===== config.mk =====
export PLATFORM = sky130hd
export DESIGN_NAME = bpg_top
export DESIGN_NICKNAME = d
export VERILOG_FILES = /design/src/bpg_gen.v /design/src/bpg_top.v
export VERILOG_INCLUDE_DIRS = /design/src
export SDC_FILE = /design/constraint.sdc
export NUM_CORES = 1
export LEC_CHECK = 0
export ABC_AREA = 0
export BUFFER_PORTS_ARGS = -buffer_cell sky130_fd_sc_hd__buf_4
export CELL_PAD_IN_SITES_DETAIL_PLACEMENT = 1
export CELL_PAD_IN_SITES_GLOBAL_PLACEMENT = 1
export CORE_MARGIN = 1
export CORE_UTILIZATION = 44
export DETAILED_ROUTE_END_ITERATION = 10
export PLACE_DENSITY_LB_ADDON = 0.1
export SETUP_SLACK_MARGIN = 0.2
export SLEW_MARGIN = 40
export SYNTH_ARGS = -nofsm -noshare
export SYNTH_HDL_FRONTEND = slang
export SYNTH_SLANG_ARGS = --single-unit

===== constraint.sdc =====
create_clock -name clk_sys -period 11.2 [get_ports clk_sys]
set_input_delay 2.24 -clock clk_sys [delete_from_list [all_inputs] [get_ports clk_sys]]
set_output_delay 2.24 -clock clk_sys [all_outputs]
set_load 0.01 [all_outputs]

===== src/bpg_defines.vh =====
// constants shared by the bit error rate tester: register map, fields, reset values, sync counts
`ifndef BPG_DEFINES_VH
`define BPG_DEFINES_VH

// register byte offsets
`define BPG_ADDR_CTRL       8'h00
`define BPG_ADDR_CFG        8'h04
`define BPG_ADDR_SEED       8'h08
`define BPG_ADDR_STATUS     8'h0C
`define BPG_ADDR_BIT_COUNT  8'h10
`define BPG_ADDR_ERR_COUNT  8'h14

// control register fields
`define BPG_CTRL_ENABLE     0
`define BPG_CTRL_TX_LOAD    1
`define BPG_CTRL_RX_LOAD    2
`define BPG_CTRL_UPDATE     3
`define BPG_CTRL_ERR_ONE    4
`define BPG_CTRL_NO_RESYNC  5
`define BPG_CTRL_INVERT     6
`define BPG_CTRL_ERR_PIN    7
`define BPG_CTRL_MASK       32'h0000_00EF

// pattern configuration fields
`define BPG_CFG_LEN_LSB     0
`define BPG_CFG_TAP_LSB     8
`define BPG_CFG_REPEAT      16
`define BPG_CFG_QRSS        17
`define BPG_CFG_RATE_LSB    24

// status register fields
`define BPG_STAT_OOS        0
`define BPG_STAT_ERRS       1

// reset values
`define BPG_CTRL_RESET      32'h0000_0000
`define BPG_CFG_RESET       32'h0000_0000
`define BPG_SEED_RESET      32'hFFFF_FFFF

// synchronisation counts
`define BPG_SYNC_BITS       6'h20
`define BPG_WINDOW_BITS     7'h40
`define BPG_RESYNC_ERRS     7'h06

`endif


===== src/bpg_gen.v =====
// 32-bit pattern generator shared by the transmit and receive directions
`timescale 1ns/100ps
`default_nettype none

module bpg_gen
#(
  parameter WIDTH = 32
)
(
  input  wire             clk_sys,
  input  wire             rst,
  input  wire             load,
  input  wire [WIDTH-1:0] load_val,
  input  wire             shift,
  input  wire             use_ext,
  input  wire             ext_bit,
  input  wire [4:0]       len,
  input  wire [4:0]       tap,
  input  wire             repetitive,
  input  wire             qrss,
  output reg              gen_out,
  output wire [WIDTH-1:0] sr_out
);

  reg [WIDTH-1:0] sr_reg;
  reg             fb;

  assign sr_out = sr_reg;

  // feedback and output selection; bit k of the text is sr_reg[k-1]
  always @*
  begin
    if (qrss)
      fb = sr_reg[16] ^ sr_reg[19];
    else if (repetitive)
      fb = sr_reg[len];
    else
      fb = sr_reg[len] ^ sr_reg[tap];
    if (!repetitive && (sr_reg[30:0] == 31'h0000_0000))
      fb = 1'b1;
    gen_out = fb;
    if (qrss && (sr_reg[13:0] == 14'h0000))
      gen_out = 1'b1;
  end

  // shift from bit 1 toward bit 32; received bits replace feedback while hunting
  always @(posedge clk_sys or posedge rst)
  begin
    if (rst)
      sr_reg <= {WIDTH{1'b0}};
    else if (load)
      sr_reg <= load_val;
    else if (shift)
      sr_reg <= {sr_reg[WIDTH-2:0], use_ext ? ext_bit : fb};
  end

endmodule

`default_nettype wire


===== src/bpg_top.v =====
// bit error rate tester: pattern generator, error insertion, receive sync and counters, register slave
`timescale 1ns/100ps
`default_nettype none
`include "bpg_defines.vh"

module bpg_top
#(
  parameter BIT_CNT_W = 32,
  parameter ERR_CNT_W = 24
)
(
  input  wire        clk_sys,
  input  wire        rst,
  input  wire [7:0]  avs_address,
  input  wire        avs_read,
  input  wire        avs_write,
  input  wire [31:0] avs_writedata,
  output reg  [31:0] avs_readdata,
  output reg         avs_waitrequest,
  input  wire        tx_bit_req,
  output reg         tx_bit_out,
  output reg         tx_bit_valid,
  input  wire        rx_bit_in,
  input  wire        rx_bit_valid,
  input  wire        manual_error_insert_input,
  output reg         out_of_sync_flag,
  output reg         errors_seen_flag
);

  localparam ST_HUNT   = 2'b00;
  localparam ST_VERIFY = 2'b01;
  localparam ST_SYNC   = 2'b10;

  reg  [31:0]          ctrl_reg;
  reg  [31:0]          cfg_reg;
  reg  [31:0]          seed_reg;
  reg  [31:0]          rx_pat_reg;
  reg  [2:0]           edge_prev_reg;
  reg                  pin_prev_reg;
  reg  [3:0]           pend_reg;
  reg  [23:0]          rate_cnt_reg;
  reg  [23:0]          rate_limit;
  reg  [1:0]           state_reg;
  reg  [1:0]           state_next;
  reg  [5:0]           cnt_reg;
  reg  [5:0]           cnt_next;
  reg  [5:0]           win_reg;
  reg  [5:0]           win_next;
  reg  [2:0]           werr_reg;
  reg  [2:0]           werr_next;
  reg  [BIT_CNT_W-1:0] bit_cnt_reg;
  reg  [ERR_CNT_W-1:0] err_cnt_reg;
  reg  [BIT_CNT_W-1:0] bit_lat_reg;
  reg  [ERR_CNT_W-1:0] err_lat_reg;
  reg  [31:0]          rd_mux;

  wire                 bus_take;
  wire                 wr_take;
  wire                 enable;
  wire                 tx_load_edge;
  wire                 rx_load_edge;
  wire                 upd_edge;
  wire                 err_req;
  wire                 tx_step;
  wire                 rate_hit;
  wire                 insert;
  wire                 tx_gen_out;
  wire                 rx_gen_out;
  wire [31:0]          rx_sr;
  wire [31:0]          len_mask;
  wire [31:0]          hunt_view;
  wire                 rep_match;
  wire                 rx_step;
  wire                 mism;
  wire                 counting;
  wire [4:0]           len;
  wire [4:0]           tap;
  wire                 repetitive;
  wire                 qrss;
  wire [2:0]           rate_n;

  assign enable     = ctrl_reg[`BPG_CTRL_ENABLE];
  assign len        = cfg_reg[`BPG_CFG_LEN_LSB+4:`BPG_CFG_LEN_LSB];
  assign tap        = cfg_reg[`BPG_CFG_TAP_LSB+4:`BPG_CFG_TAP_LSB];
  assign repetitive = cfg_reg[`BPG_CFG_REPEAT] & ~cfg_reg[`BPG_CFG_QRSS];
  assign qrss       = cfg_reg[`BPG_CFG_QRSS];
  assign rate_n     = cfg_reg[`BPG_CFG_RATE_LSB+2:`BPG_CFG_RATE_LSB];

  // bus handshake: one wait cycle per request, then accept on the edge seen with waitrequest low
  assign bus_take = (avs_read | avs_write) & ~avs_waitrequest;
  assign wr_take  = bus_take & avs_write;

  always @(posedge clk_sys or posedge rst)
  begin
    if (rst)
      avs_waitrequest <= 1'b1;
    else
      avs_waitrequest <= ~((avs_read | avs_write) & avs_waitrequest);
  end

  // read mux; unmapped addresses read zero
  always @*
  begin
    rd_mux = 32'h0000_0000;
    case (avs_address)
      `BPG_ADDR_CTRL:      rd_mux = ctrl_reg;
      `BPG_ADDR_CFG:       rd_mux = cfg_reg;
      `BPG_ADDR_SEED:      rd_mux = seed_reg;
      `BPG_ADDR_STATUS:    rd_mux = {30'h0000_0000, errors_seen_flag, out_of_sync_flag};
      `BPG_ADDR_BIT_COUNT: rd_mux = bit_lat_reg;
      `BPG_ADDR_ERR_COUNT: rd_mux = {8'h00, err_lat_reg};
      default:             rd_mux = 32'h0000_0000;
    endcase
  end

  // read data settles during the wait cycle so it stands at the accepting edge
  always @(posedge clk_sys or posedge rst)
  begin
    if (rst)
      avs_readdata <= 32'h0000_0000;
    else if (avs_read && avs_waitrequest)
      avs_readdata <= rd_mux;
  end

  // register writes; the single-error bit is a strobe and is never stored
  always @(posedge clk_sys or posedge rst)
  begin
    if (rst)
    begin
      ctrl_reg <= `BPG_CTRL_RESET;
      cfg_reg  <= `BPG_CFG_RESET;
      seed_reg <= `BPG_SEED_RESET;
    end
    else if (wr_take)
    begin
      case (avs_address)
        `BPG_ADDR_CTRL: ctrl_reg <= avs_writedata & `BPG_CTRL_MASK;
        `BPG_ADDR_CFG:  cfg_reg  <= avs_writedata & 32'h071F_1F1F;
        `BPG_ADDR_SEED: seed_reg <= avs_writedata;
        default:        ctrl_reg <= ctrl_reg;
      endcase
    end
  end

  // zero-to-one detection on load and update bits; a load needs the enable bit set by the same write or earlier
  always @(posedge clk_sys or posedge rst)
  begin
    if (rst)
    begin
      edge_prev_reg <= 3'h0;
      pin_prev_reg  <= 1'b0;
    end
    else
    begin
      edge_prev_reg <= ctrl_reg[`BPG_CTRL_UPDATE:`BPG_CTRL_TX_LOAD];
      pin_prev_reg  <= manual_error_insert_input;
    end
  end

  assign tx_load_edge = enable & ctrl_reg[`BPG_CTRL_TX_LOAD] & ~edge_prev_reg[0];
  assign rx_load_edge = enable & ctrl_reg[`BPG_CTRL_RX_LOAD] & ~edge_prev_reg[1];
  assign upd_edge     = ctrl_reg[`BPG_CTRL_UPDATE] & ~edge_prev_reg[2];

  // single error source picked by the method bit
  assign err_req = ctrl_reg[`BPG_CTRL_ERR_PIN] ?
                   (manual_error_insert_input & ~pin_prev_reg) :
                   (wr_take & (avs_address == `BPG_ADDR_CTRL) & avs_writedata[`BPG_CTRL_ERR_ONE]);

  // ten to the n bits between rate errors; zero turns rate insertion off
  always @*
  begin
    case (rate_n)
      3'h1:    rate_limit = 24'h00_000A;
      3'h2:    rate_limit = 24'h00_0064;
      3'h3:    rate_limit = 24'h00_03E8;
      3'h4:    rate_limit = 24'h00_2710;
      3'h5:    rate_limit = 24'h01_86A0;
      3'h6:    rate_limit = 24'h0F_4240;
      3'h7:    rate_limit = 24'h98_9680;
      default: rate_limit = 24'h00_0000;
    endcase
  end

  assign tx_step  = enable & tx_bit_req & ~tx_load_edge;
  assign rate_hit = (rate_n != 3'h0) && (rate_cnt_reg == rate_limit - 24'h00_0001);
  // one flip per outgoing bit at most; a single request coinciding with a rate error waits a bit
  assign insert   = rate_hit | (pend_reg != 4'h0);

  // rate counter runs on outgoing bits only
  always @(posedge clk_sys or posedge rst)
  begin
    if (rst)
      rate_cnt_reg <= 24'h00_0000;
    else if (rate_n == 3'h0 || tx_load_edge)
      rate_cnt_reg <= 24'h00_0000;
    else if (tx_step)
      rate_cnt_reg <= rate_hit ? 24'h00_0000 : rate_cnt_reg + 24'h00_0001;
  end

  // pending single errors; a new request in the consuming cycle is kept, saturating at 15
  always @(posedge clk_sys or posedge rst)
  begin
    if (rst)
      pend_reg <= 4'h0;
    else if (!enable)
      pend_reg <= 4'h0;
    else if (err_req && !(tx_step && !rate_hit && pend_reg != 4'h0))
      pend_reg <= (pend_reg == 4'hF) ? pend_reg : pend_reg + 4'h1;
    else if (!err_req && tx_step && !rate_hit && pend_reg != 4'h0)
      pend_reg <= pend_reg - 4'h1;
  end

  bpg_gen u_tx_gen
  (
    .clk_sys    (clk_sys),
    .rst        (rst),
    .load       (tx_load_edge),
    .load_val   (seed_reg),
    .shift      (tx_step),
    .use_ext    (1'b0),
    .ext_bit    (1'b0),
    .len        (len),
    .tap        (tap),
    .repetitive (repetitive),
    .qrss       (qrss),
    .gen_out    (tx_gen_out),
    .sr_out     ()
  );

  // transmit bit: pattern, then error flip, then inversion ahead of the framer's overhead merge
  always @(posedge clk_sys or posedge rst)
  begin
    if (rst)
    begin
      tx_bit_out   <= 1'b0;
      tx_bit_valid <= 1'b0;
    end
    else
    begin
      tx_bit_valid <= tx_step;
      if (tx_step)
        tx_bit_out <= tx_gen_out ^ insert ^ ctrl_reg[`BPG_CTRL_INVERT];
    end
  end

  // receive side sees only payload strobes; the stream itself is not touched here
  assign rx_step   = enable & rx_bit_valid & ~rx_load_edge;
  assign mism      = rx_bit_in ^ rx_gen_out;
  assign len_mask  = 32'hFFFF_FFFF >> (5'd31 - len);
  assign hunt_view = {rx_sr[30:0], rx_bit_in};
  assign rep_match = ((hunt_view ^ rx_pat_reg) & len_mask) == 32'h0000_0000;

  // receive pattern held for the repetitive hunt
  always @(posedge clk_sys or posedge rst)
  begin
    if (rst)
      rx_pat_reg <= 32'h0000_0000;
    else if (rx_load_edge)
      rx_pat_reg <= seed_reg;
  end

  bpg_gen u_rx_gen
  (
    .clk_sys    (clk_sys),
    .rst        (rst),
    .load       (rx_load_edge),
    .load_val   (seed_reg),
    .shift      (rx_step),
    .use_ext    (state_reg == ST_HUNT),
    .ext_bit    (rx_bit_in),
    .len        (len),
    .tap        (tap),
    .repetitive (repetitive),
    .qrss       (qrss),
    .gen_out    (rx_gen_out),
    .sr_out     (rx_sr)
  );

  // sync machine: hunt, verify 32 bits, then watch 64-bit windows for resync
  always @*
  begin
    state_next = state_reg;
    cnt_next   = cnt_reg;
    win_next   = win_reg;
    werr_next  = werr_reg;
    if (!enable || rx_load_edge)
    begin
      state_next = ST_HUNT;
      cnt_next   = 6'h00;
    end
    else if (rx_step)
    begin
      case (state_reg)
        ST_HUNT:
        begin
          if (repetitive)
          begin
            if (rep_match)
              state_next = ST_VERIFY;
            cnt_next = 6'h00;
          end
          else if (cnt_reg == `BPG_SYNC_BITS - 6'h01)
          begin
            state_next = ST_VERIFY;
            cnt_next   = 6'h00;
          end
          else
            cnt_next = cnt_reg + 6'h01;
        end
        ST_VERIFY:
        begin
          if (mism)
          begin
            state_next = ST_HUNT;
            cnt_next   = 6'h00;
          end
          else if (cnt_reg == `BPG_SYNC_BITS - 6'h01)
          begin
            state_next = ST_SYNC;
            cnt_next   = 6'h00;
            win_next   = 6'h00;
            werr_next  = 3'h0;
          end
          else
            cnt_next = cnt_reg + 6'h01;
        end
        ST_SYNC:
        begin
          win_next  = win_reg + 6'h01;
          werr_next = (win_reg == 6'h3F) ? 3'h0 : werr_reg + {2'b00, mism};
          if (!ctrl_reg[`BPG_CTRL_NO_RESYNC] &&
              ({4'h0, werr_reg} + {6'h00, mism} >= `BPG_RESYNC_ERRS))
          begin
            state_next = ST_HUNT;
            cnt_next   = 6'h00;
          end
        end
        default:
        begin
          state_next = ST_HUNT;
          cnt_next   = 6'h00;
        end
      endcase
    end
  end

  // sync state and the out-of-sync output, which follows the next state so it never lags
  always @(posedge clk_sys or posedge rst)
  begin
    if (rst)
    begin
      state_reg        <= ST_HUNT;
      cnt_reg          <= 6'h00;
      win_reg          <= 6'h00;
      werr_reg         <= 3'h0;
      out_of_sync_flag <= 1'b1;
    end
    else
    begin
      state_reg        <= state_next;
      cnt_reg          <= cnt_next;
      win_reg          <= win_next;
      werr_reg         <= (werr_next > 3'h6) ? 3'h6 : werr_next;
      out_of_sync_flag <= (state_next != ST_SYNC);
    end
  end

  assign counting = rx_step & (state_reg == ST_SYNC);

  // running counters saturate; an update latches them and restarts from the current bit
  always @(posedge clk_sys or posedge rst)
  begin
    if (rst)
    begin
      bit_cnt_reg      <= {BIT_CNT_W{1'b0}};
      err_cnt_reg      <= {ERR_CNT_W{1'b0}};
      bit_lat_reg      <= {BIT_CNT_W{1'b0}};
      err_lat_reg      <= {ERR_CNT_W{1'b0}};
      errors_seen_flag <= 1'b0;
    end
    else if (upd_edge)
    begin
      bit_lat_reg      <= bit_cnt_reg;
      err_lat_reg      <= err_cnt_reg;
      errors_seen_flag <= (err_cnt_reg != {ERR_CNT_W{1'b0}});
      bit_cnt_reg      <= {{(BIT_CNT_W-1){1'b0}}, counting};
      err_cnt_reg      <= {{(ERR_CNT_W-1){1'b0}}, counting & mism};
    end
    else if (counting)
    begin
      if (bit_cnt_reg != {BIT_CNT_W{1'b1}})
        bit_cnt_reg <= bit_cnt_reg + {{(BIT_CNT_W-1){1'b0}}, 1'b1};
      if (mism && err_cnt_reg != {ERR_CNT_W{1'b1}})
        err_cnt_reg <= err_cnt_reg + {{(ERR_CNT_W-1){1'b0}}, 1'b1};
    end
  end

endmodule

`default_nettype wire


# After elaboration in Yosys (flattened, before gate mapping)
# Index checks and enable logic that the tools add are counted.
classes:
  magnitude_cmp: 4
  n_eq_ne: 26
  n_div: 0
  n_bitwise: 39
  mux: 63
  n_addsub: 11
  reduce_logical: 49
  shift: 1
  mul: 0
ops:
  columns: ["operator", "count"]
  rows:
  - ["2-to-1 mux 32 bit", 7]
  - ["one-hot mux 32 bit (6 select lines)", 1]
  - ["one-hot mux 24 bit (7 select lines)", 1]
  - ["2-to-1 mux 24 bit", 6]
  - ["logical NOT 31 bit", 2]
  - ["adder 24 x 1 -> 24 bit, second input constant", 2]
  - ["2-to-1 mux 6 bit", 8]
  - ["adder 32 x 1 -> 32 bit, second input constant", 1]
  - ["AND 32 bit", 1]
  - ["logical NOT 32 bit", 1]
  - ["!= test 32 bit, second input constant", 1]
  - [">> shifter 32 x 5 -> 32 bit, first input constant", 1]
  - ["XOR 32 bit", 1]
  - ["logical NOT 14 bit", 2]
  - ["equality test 24 bit", 1]
  - ["!= test 24 bit, second input constant", 1]
  - ["nonzero test 24 bit", 1]
  - ["subtractor 24 x 1 -> 24 bit, second input constant", 1]
  - ["binary-select mux 1 bit (select 5 bit)", 4]
  - ["AND 1 bit", 18]
  - ["2-to-1 mux 3 bit", 6]
  - ["one-hot mux 6 bit (3 select lines)", 1]
  - ["equality test 8 x 4 -> 1 bit, second input constant", 2]
  - ["equality test 8 x 5 -> 1 bit, second input constant", 2]
  - ["other kinds (41)", 121]
totals:
  memories: 0
  romBits: 0
  input_bits: 48
  wordCells: 217
  latch_bits: 0
  out_inout_bits: 37
  ram_bits: 0
  regBits: 351

# Logic depth before layout (Yosys ltp)
# Gate-level depths: netlist of the first run.
depth:
  depth_word: 16
  ltp_mapped: 19
  depth_no_buf: 17

# Cells and area by module
# A second synthesis of the first run with hierarchy kept.
hier_totals:
  hier_cells: 1959
  area_unflattened_um2: 18785.5
modules_own_cells:
  columns: ["mod", "area_per_inst_um2", "seq_area_each_um2", "n_inst", "cells_each"]
  rows:
  - ["bpg_top", 14423.8, 7224.4, 1, 1541]
  - ["bpg_gen", 2180.8, 800.8, 2, 209]

# Least setup slack after synthesis of the first run
# No wires, ideal clock.
synth_timing:
  path_kind: "input port to flip-flop"
  from: "input avs_address[0]"
  to: "register pend_reg[3]"
  path_buffers: 1
  slack_ns: 6.130
  stages: 12
  setup_time_ns: 0.104
  arrival_time_ns: 4.966
  t_required_ns: 11.096
  cell_sequence: "or4_1 > or3_1 > clkbuf_1 > nor3_2 > nand3_1 > o22ai_1 > o21ai_1 > ha_1 > a21o_1 > a21o_1 > or4b_1 > o311ai_1"
synth_between:
  elab_chain_cells: 10
synth_rtl:
  columns: ["element", "line", "text"]
  rows:
  - ["from (decl)", "bpg_top.v:14", "input wire [7:0] avs_address,"]
  - ["logical NOT 8 bit *", null, null]
  - ["AND 1 bit * (2 in series)", "bpg_top.v:167", "(wr_take & (avs_address == `BPG_ADDR_CTRL) & avs_writedata[`BPG_CTRL_ERR_ONE]);"]
  - ["2-to-1 mux 1 bit *", "bpg_top.v:165", "assign err_req = ctrl_reg[`BPG_CTRL_ERR_PIN] ?"]
  - ["logical NOT 1 bit", "bpg_top.v:209", "else if (!err_req && tx_step && !rate_hit && pend_reg != 4'h0)"]
  - ["logical AND 1 bit (3 in series)", "bpg_top.v:209", null]
  - ["!= test 3 x 1 -> 1 bit (no line)", null, null]
  - ["AND reduction 2 bit (no line)", null, null]
  - ["to (signal assigned)", "bpg_top.v:208", "pend_reg <= (pend_reg == 4'hF) ? pend_reg : pend_reg + 4'h1;"]
  - ["to (signal assigned)", "bpg_top.v:210", "pend_reg <= pend_reg - 4'h1;"]
  - ["to (decl)", "bpg_top.v:40", "reg [3:0] pend_reg;"]
# Every way passes the cells marked *; elsewhere a longest branch is shown, timed or not.
# A chain may end at the register's enable or synchronous reset.

# Worst setup path in the final report of the first run
# Same ends and word-level chain as after synthesis.

==> run metrics, run 1 <==
status=finished, final reports clean; DR pass1 iterations=7; most frequent cells in the layout=429 x nand2_1, 315 x dfrtp_1, 126 x o21ai_0, 104 x buf_4, 98 x nor2_1; IO Count=85; Synth Area in Compound Gates=14.5%; largest family of logic cells by synthesized area=simple AND/OR/NAND/NOR gates; gr usage total=28.1%; Max-Cap Viols=0; Vias/cell=5.97; largest net degree at the start of global routing=104; Row Count=74; IO buf count=84; leakage dissipation=9.33 nW; gr busiest metal=met2; Die Ht=207 um; area of the multi-input gates=9050 sq um; Root Buffer=clkbuf_16; Post-Syn Area=18400 sq um; CTS buffer count=41; Overflow after GRT=0; Final Setup Violations=0; met2 usage=47.0%; post-CTS sizing=0; Pwr Density=156 nW/um^2; Clock Sinks=351; syn nets=1972; Worst Path Buf+Inv=1; Setup TNS Final=0 ns; Synth Warn #=0; NumNets Final=2004; Worst slew margin=41.7%; fill cell count=4587; critical path launch point type=input pin; Cell Count, Final, Fillers Out=2504; Design Area, Final=21000 sq um; CTS H-tree lvls=2; Worst-Margin Slew=0.875 ns; post-synthesis simple-gate area fraction=18.3%; ant diodes=0; vias in the first global route=15334; Setup Skew=0.0296 ns; Hold Vio Cnt, Final=0; Clock Pin Slew Worst Setup and Hold Paths=0.06 ns; mean area per synthesized cell=9.67 sq um; critical path's slowest cell=or4_1; dominant synthesized flop cell=dfrtp_1; initial antenna violation count=0; multiplexer share of the synthesized area=10.3%; CTS tree=built; layout cells sized above 1=17.5%; Sequential Area=8830 sq um; Mapped Cells=1908; starting density of the core=44.9%; Crit path top cell by count=a21o_1; postcts setup bufs=0; crit-path cells=buf_4 > or4_1 > or3_1 > nor3_2 > nand3_1 > o22ai_1 > o21ai_1 > ha_1 > a21o_1 > a21o_1 > or4b_1 > o311ai_1; GR Layer Usage met3=3.12%; final worst path period share=44.9%; minimum clock period=5.03 ns; GP Congestion=0.881; placed inst area=19600 sq um; DP Cell Count=2429; Clock Tree Buf Depth=3; Area Growth Syn to Fin=13.8%; fmax=199 MHz; via count=14938; CP peak stage delay=0.53 ns; CP Max Fanout=7; Final ANT Viol Nets=0; Die Footprint=42700 sq um; Util after Layout=51.0%; Die W=207 um; Worst-Skew Late Latency=0.59 ns; RSZ-0062 raised after global routing=false; CP Class=in2reg; post-synthesis register bit count=351; Post-synth EDFFs=0; global-route wire length before repair=91200 um; worst vdd rail ir drop=116 uV; DR WL/cell=23.3 um; post-DP HPWL=41000 um; family with the most delay on the worst path=simple AND/OR/NAND/NOR gates; Hold Path Class=reg2reg; Synth cell types=80; adder-cell share of the synthesized area=1.40%; 1st-iter DRT viols=995; GR Layer Usage met1=38.3%; WP data required=11.69 ns; commonest non-fill, non-tap cell in the layout=nand2_1; Post-CTS Hold Fix Bufs=0; fraction of registers with async set/reset=100%; xor and xnor area share after synthesis=4.04%; core box area=41100 sq um; DRC errors left=0; Worst EP arrival=5.52 ns; Final Max Tran Viols=0; Routed WL=58400 um; Seq/Total Area, Yosys=47.9%; CP Capture Type=flip-flop
==> final timing paths <==
check / to / start / cells after the start / slack, ns
setup / recovery: pend_reg[3]$_DFFE_PP0P_ / avs_address[0] / 12 / 6.17
hold / removal: bit_lat_reg[27]$_DFFE_PP0P_ / bit_lat_reg[27]$_DFFE_PP0P_ / 2 / 0.48
setup reg to reg: pend_reg[3]$_DFFE_PP0P_ / cfg_reg[26]$_DFFE_PP0P_ / 14 / 6.29
hold reg to reg: bit_lat_reg[27]$_DFFE_PP0P_ / bit_lat_reg[27]$_DFFE_PP0P_ / 2 / 0.48
max in group asynchronous: cfg_reg[8]$_DFFE_PP0P_ / rst / 4 / 7.51
min in group asynchronous: bit_cnt_reg[24]$_DFFE_PP0P_ / rst / 2 / 1.77
==> per-layer routing <==
layer / part of all wire, % / wire length [um]
met1: 45 / 26300
met5: 0 / 0
met4: 2.3 / 1370
met3: 3.8 / 2200
met2: 49 / 28500
==> synth_stat cells (17+ instances only) <==
| cell type | number | share of area, % |
|---|---|---|
| nand2_1 | 431 | 8.8 |
| nand4_1 | 22 | 0.75 |
| nor4_1 | 25 | 0.85 |
| nor3_1 | 26 | 0.71 |
| a21oi_1 | 47 | 1.3 |
| nand3_1 | 53 | 1.4 |
| dfstp_2 | 34 | 4.8 |
| o21ai_0 | 126 | 3.4 |
| xnor2_1 | 44 | 2.1 |
| clkbuf_1 | 105 | 2.1 |
| xor2_1 | 41 | 1.9 |
| inv_1 | 37 | 0.75 |
| a22o_1 | 18 | 0.85 |
| mux4_2 | 34 | 4.2 |
| dfrtp_1 | 317 | 43 |
| nor2_1 | 100 | 2.0 |
| mux2i_1 | 46 | 2.5 |
| mux2_2 | 59 | 3.6 |
| and3_1 | 17 | 0.58 |
| a22oi_1 | 44 | 1.8 |
| a21o_1 | 25 | 1.0 |
==> area by class of cell <==
class	instances	share of cell area [%]
timing repair buffer	114	4.42
clock inverter	11	0.662
inverter	37	0.680
sequential	351	42.1
multi-input combinational	1395	43.1
tap	532	3.17
clock buffer	64	5.87
==> metrics by stage <==
stage               hold WS (ns)  total power [mW]  worst slack [ns]
floorplan                  0.389              1.77              4.29
global placement           0.460              1.91              5.71
detailed placement         0.458              1.93              5.52
CTS                        0.484              3.30              6.01
global route               0.492              3.39              5.96
finish                     0.477              3.27              6.17
==> tightest hold or removal path: cells and delay by family (launching register included) <==
kind | cells | cell delay, ns
flops | 1 | 0.34
simple gates | 2 | 0.10
==> cell families after synthesis <==
kind of cell | count (synthesis)
AOI/OAI and AO/OA | 393
buffers and inverters | 162
and+or+nand+nor | 756
DFF | 351
adders and majority gates | 21
muxes | 140
xor gates and xnor gates | 85
==> power breakdown <==
group | internal [mW] | switching [mW]
registers | 1.37 | 0.154
clock network | 0.788 | 0.572
logic | 0.177 | 0.203
total | 2.34 | 0.929
No activity file was read; power rests on OpenSTA's default activity.
==> inputs of run 2 (changes only) <==
- clock period: 11.2 -> 4.57 ns (I/O delays scaled with it)
==> run 2 against run 1 <==
Net effect:
- clock power rose by 150%
- die area did not move
- sequential share of layout area fell by 0.48 points
- utilization rose by 0.59 points
- setup slack got worse by 5.9 ns
- combinational power rose to 2.5 times the previous value
- critical endpoint is now cnt_reg[5]$_DFFE_PP0P_
==> run metrics, run 2 (same netlist as run 1, synthesis figures left out) <==
gr usage total=28.6% (+0.54 points); CP Capture Type=flip-flop; initial antenna violation count=1 (+1); commonest non-fill, non-tap cell in the layout=nand2_1; Die Ht=207 um (unchanged); via count=15160 (+1.5%); Design Area, Final=21200 sq um (+1.2%); DR pass1 iterations=7 (unchanged); core box area=41100 sq um (unchanged); fmax=233 MHz; CTS buffer count=41 (unchanged); Post-CTS Hold Fix Bufs=0 (unchanged); Vias/cell=5.99 (+0.36%); WP data required=5.05 ns (-6.64 ns); DP Cell Count=2449 (+0.82%); GP Congestion=0.897 (+1.8%); Max-Cap Viols=0 (unchanged); Hold Path Class=in2async; starting density of the core=44.9% (unchanged); DRC errors left=0 (unchanged); Area Growth Syn to Fin=15.1%; Row Count=74 (unchanged); Clock Sinks=351 (unchanged); Worst slew margin=42.7% (+1.0 points); IO buf count=84 (unchanged); worst vdd rail ir drop=296 uV (+150%); Setup Skew=0.0143 ns (-0.0153 ns); Root Buffer=clkbuf_16; CTS H-tree lvls=2 (unchanged); Routed WL=59600 um (+2.0%); DR WL/cell=23.5 um (+0.86%); Util after Layout=51.6% (+0.59 points); placed inst area=19700 sq um (+0.68%); layout cells sized above 1=18.9% (+1.4 points); Die Footprint=42700 sq um (unchanged); Final Max Tran Viols=0 (unchanged); Cell Count, Final, Fillers Out=2532 (+1.1%); CP Max Fanout=7 (unchanged); Overflow after GRT=0 (unchanged); Design Power=8.07 mW (+150%); 1st-iter DRT viols=1124 (+13%); NumNets Final=2032 (+1.4%); global-route wire length before repair=93300 um (+2.3%); Worst-Margin Slew=0.852 ns (-0.0230 ns); ant diodes=0 (unchanged); RSZ-0062 raised after global routing=true; CP Class=reg2reg; Final Setup Violations=0 (unchanged); Worst EP arrival=4.77 ns (-0.75 ns); Worst setup startpoint=cfg_reg[9]$_DFFE_PP0P_; most frequent cells in the layout=429 x nand2_1, 314 x dfrtp_1, 137 x buf_4, 126 x o21ai_0, 98 x nor2_1; Clock Pin Slew Worst Setup and Hold Paths=0.06 ns (about the same); Worst-Skew Late Latency=0.58 ns (about the same); status=finished, final reports clean; RR Startpoint=cfg_reg[9]$_DFFE_PP0P_; final worst path period share=93.9%; critical path launch point type=flip-flop; Die W=207 um (unchanged); vias in the first global route=15534 (+1.3%); IO Count=85 (unchanged); largest net degree at the start of global routing=112 (+7.7%); CTS tree=built; leakage dissipation=9.46 nW (+1.4%); Clock Tree Buf Depth=3 (unchanged); Hold Vio Cnt, Final=0 (unchanged); post-DP HPWL=42600 um (+3.9%); Final ANT Viol Nets=0 (unchanged); minimum clock period=4.29 ns; Pwr Density=380 nW/um^2 (+140%)
[run 2: cell count changes in the layout (fill, tap and decap cells not counted), sizes merged]
cell	before	now
buf	113	142
clkinv	9	5
clkbuf	65	67
clkinvlp	1	2
[run 2: where the power goes]
part	switching (mW)	leakage (nW)	internal, mW
combinational	0.510	4.38	0.453
clock	1.38	0.680	1.98
sequential	0.379	4.40	3.37
[run 2: path summary, 6_finish.rpt]
kind	slack, ns	to	depth (start not counted)
worst max register to register	0.28	cnt_reg[5]$_DFFE_PP0P_	18
min in group clk_sys	0.48	bit_lat_reg[27]$_DFFE_PP0P_	2
worst min register to register	0.48	bit_lat_reg[27]$_DFFE_PP0P_	2
max in group asynchronous	3.19	cfg_reg[1]$_DFFE_PP0P_	3
worst min-delay path	0.38	bit_cnt_reg[21]$_DFFE_PP0P_	2
worst max-delay path	0.28	cnt_reg[5]$_DFFE_PP0P_	18
[run 2: stage by stage]
step                      TNS, ns  worst slack (ns)  hold slack, ns
after floorplan           -322.28             -1.02           0.389
after global placement          0             0.161           0.459
after detailed placement        0            0.0167           0.464
after CTS                       0             0.206           0.366
after global routing            0             0.102           0.391
final                           0             0.279           0.381
[run 2: timing repair]
action                     4_1_cts  5_1_grt
pin swaps                        1        0
resized for setup                2       10
setup endpoints to repair        6        7
buffers inserted                 2        6
[run 2: layout make-up]
type,count,area (sq um)
fill,4609,19900
timing repair buffer,142,1130
clock buffer,67,1270
clock inverter,8,119
multi-input combinational,1395,9070
inverter,37,143
sequential,351,8830
tap,532,666
[run 2: layer usage]
layer | global-route usage [%] | up-vias | share of wire (%)
met3 | 3.67 | 85 | 4.3
met4 | 7.66 | 0 | 2.3
met5 | 0 | - | 0
met1 | 40.1 | 7800 | 46
met2 | 46.6 | 328 | 48
li1 | - | 6947 | -
[run 2: worst max-delay path: stages, from the launching register on]
cell and delay [ns]:
dfrtp_2 0.47, mux4_2 0.54, mux4_2 0.48, o22ai_1 0.19, nor3_1 0.08, xnor2_1 0.15, buf_4 0.15, mux2_4 0.32
nand2_1 0.07, ha_2 0.21, ha_4 0.16, xor2_2 0.17, a32oi_1 0.08, o21a_1 0.21, nor2_1 0.12, and3_1 0.17
a21o_2 0.20, nand2_1 0.14, o311ai_2 0.27
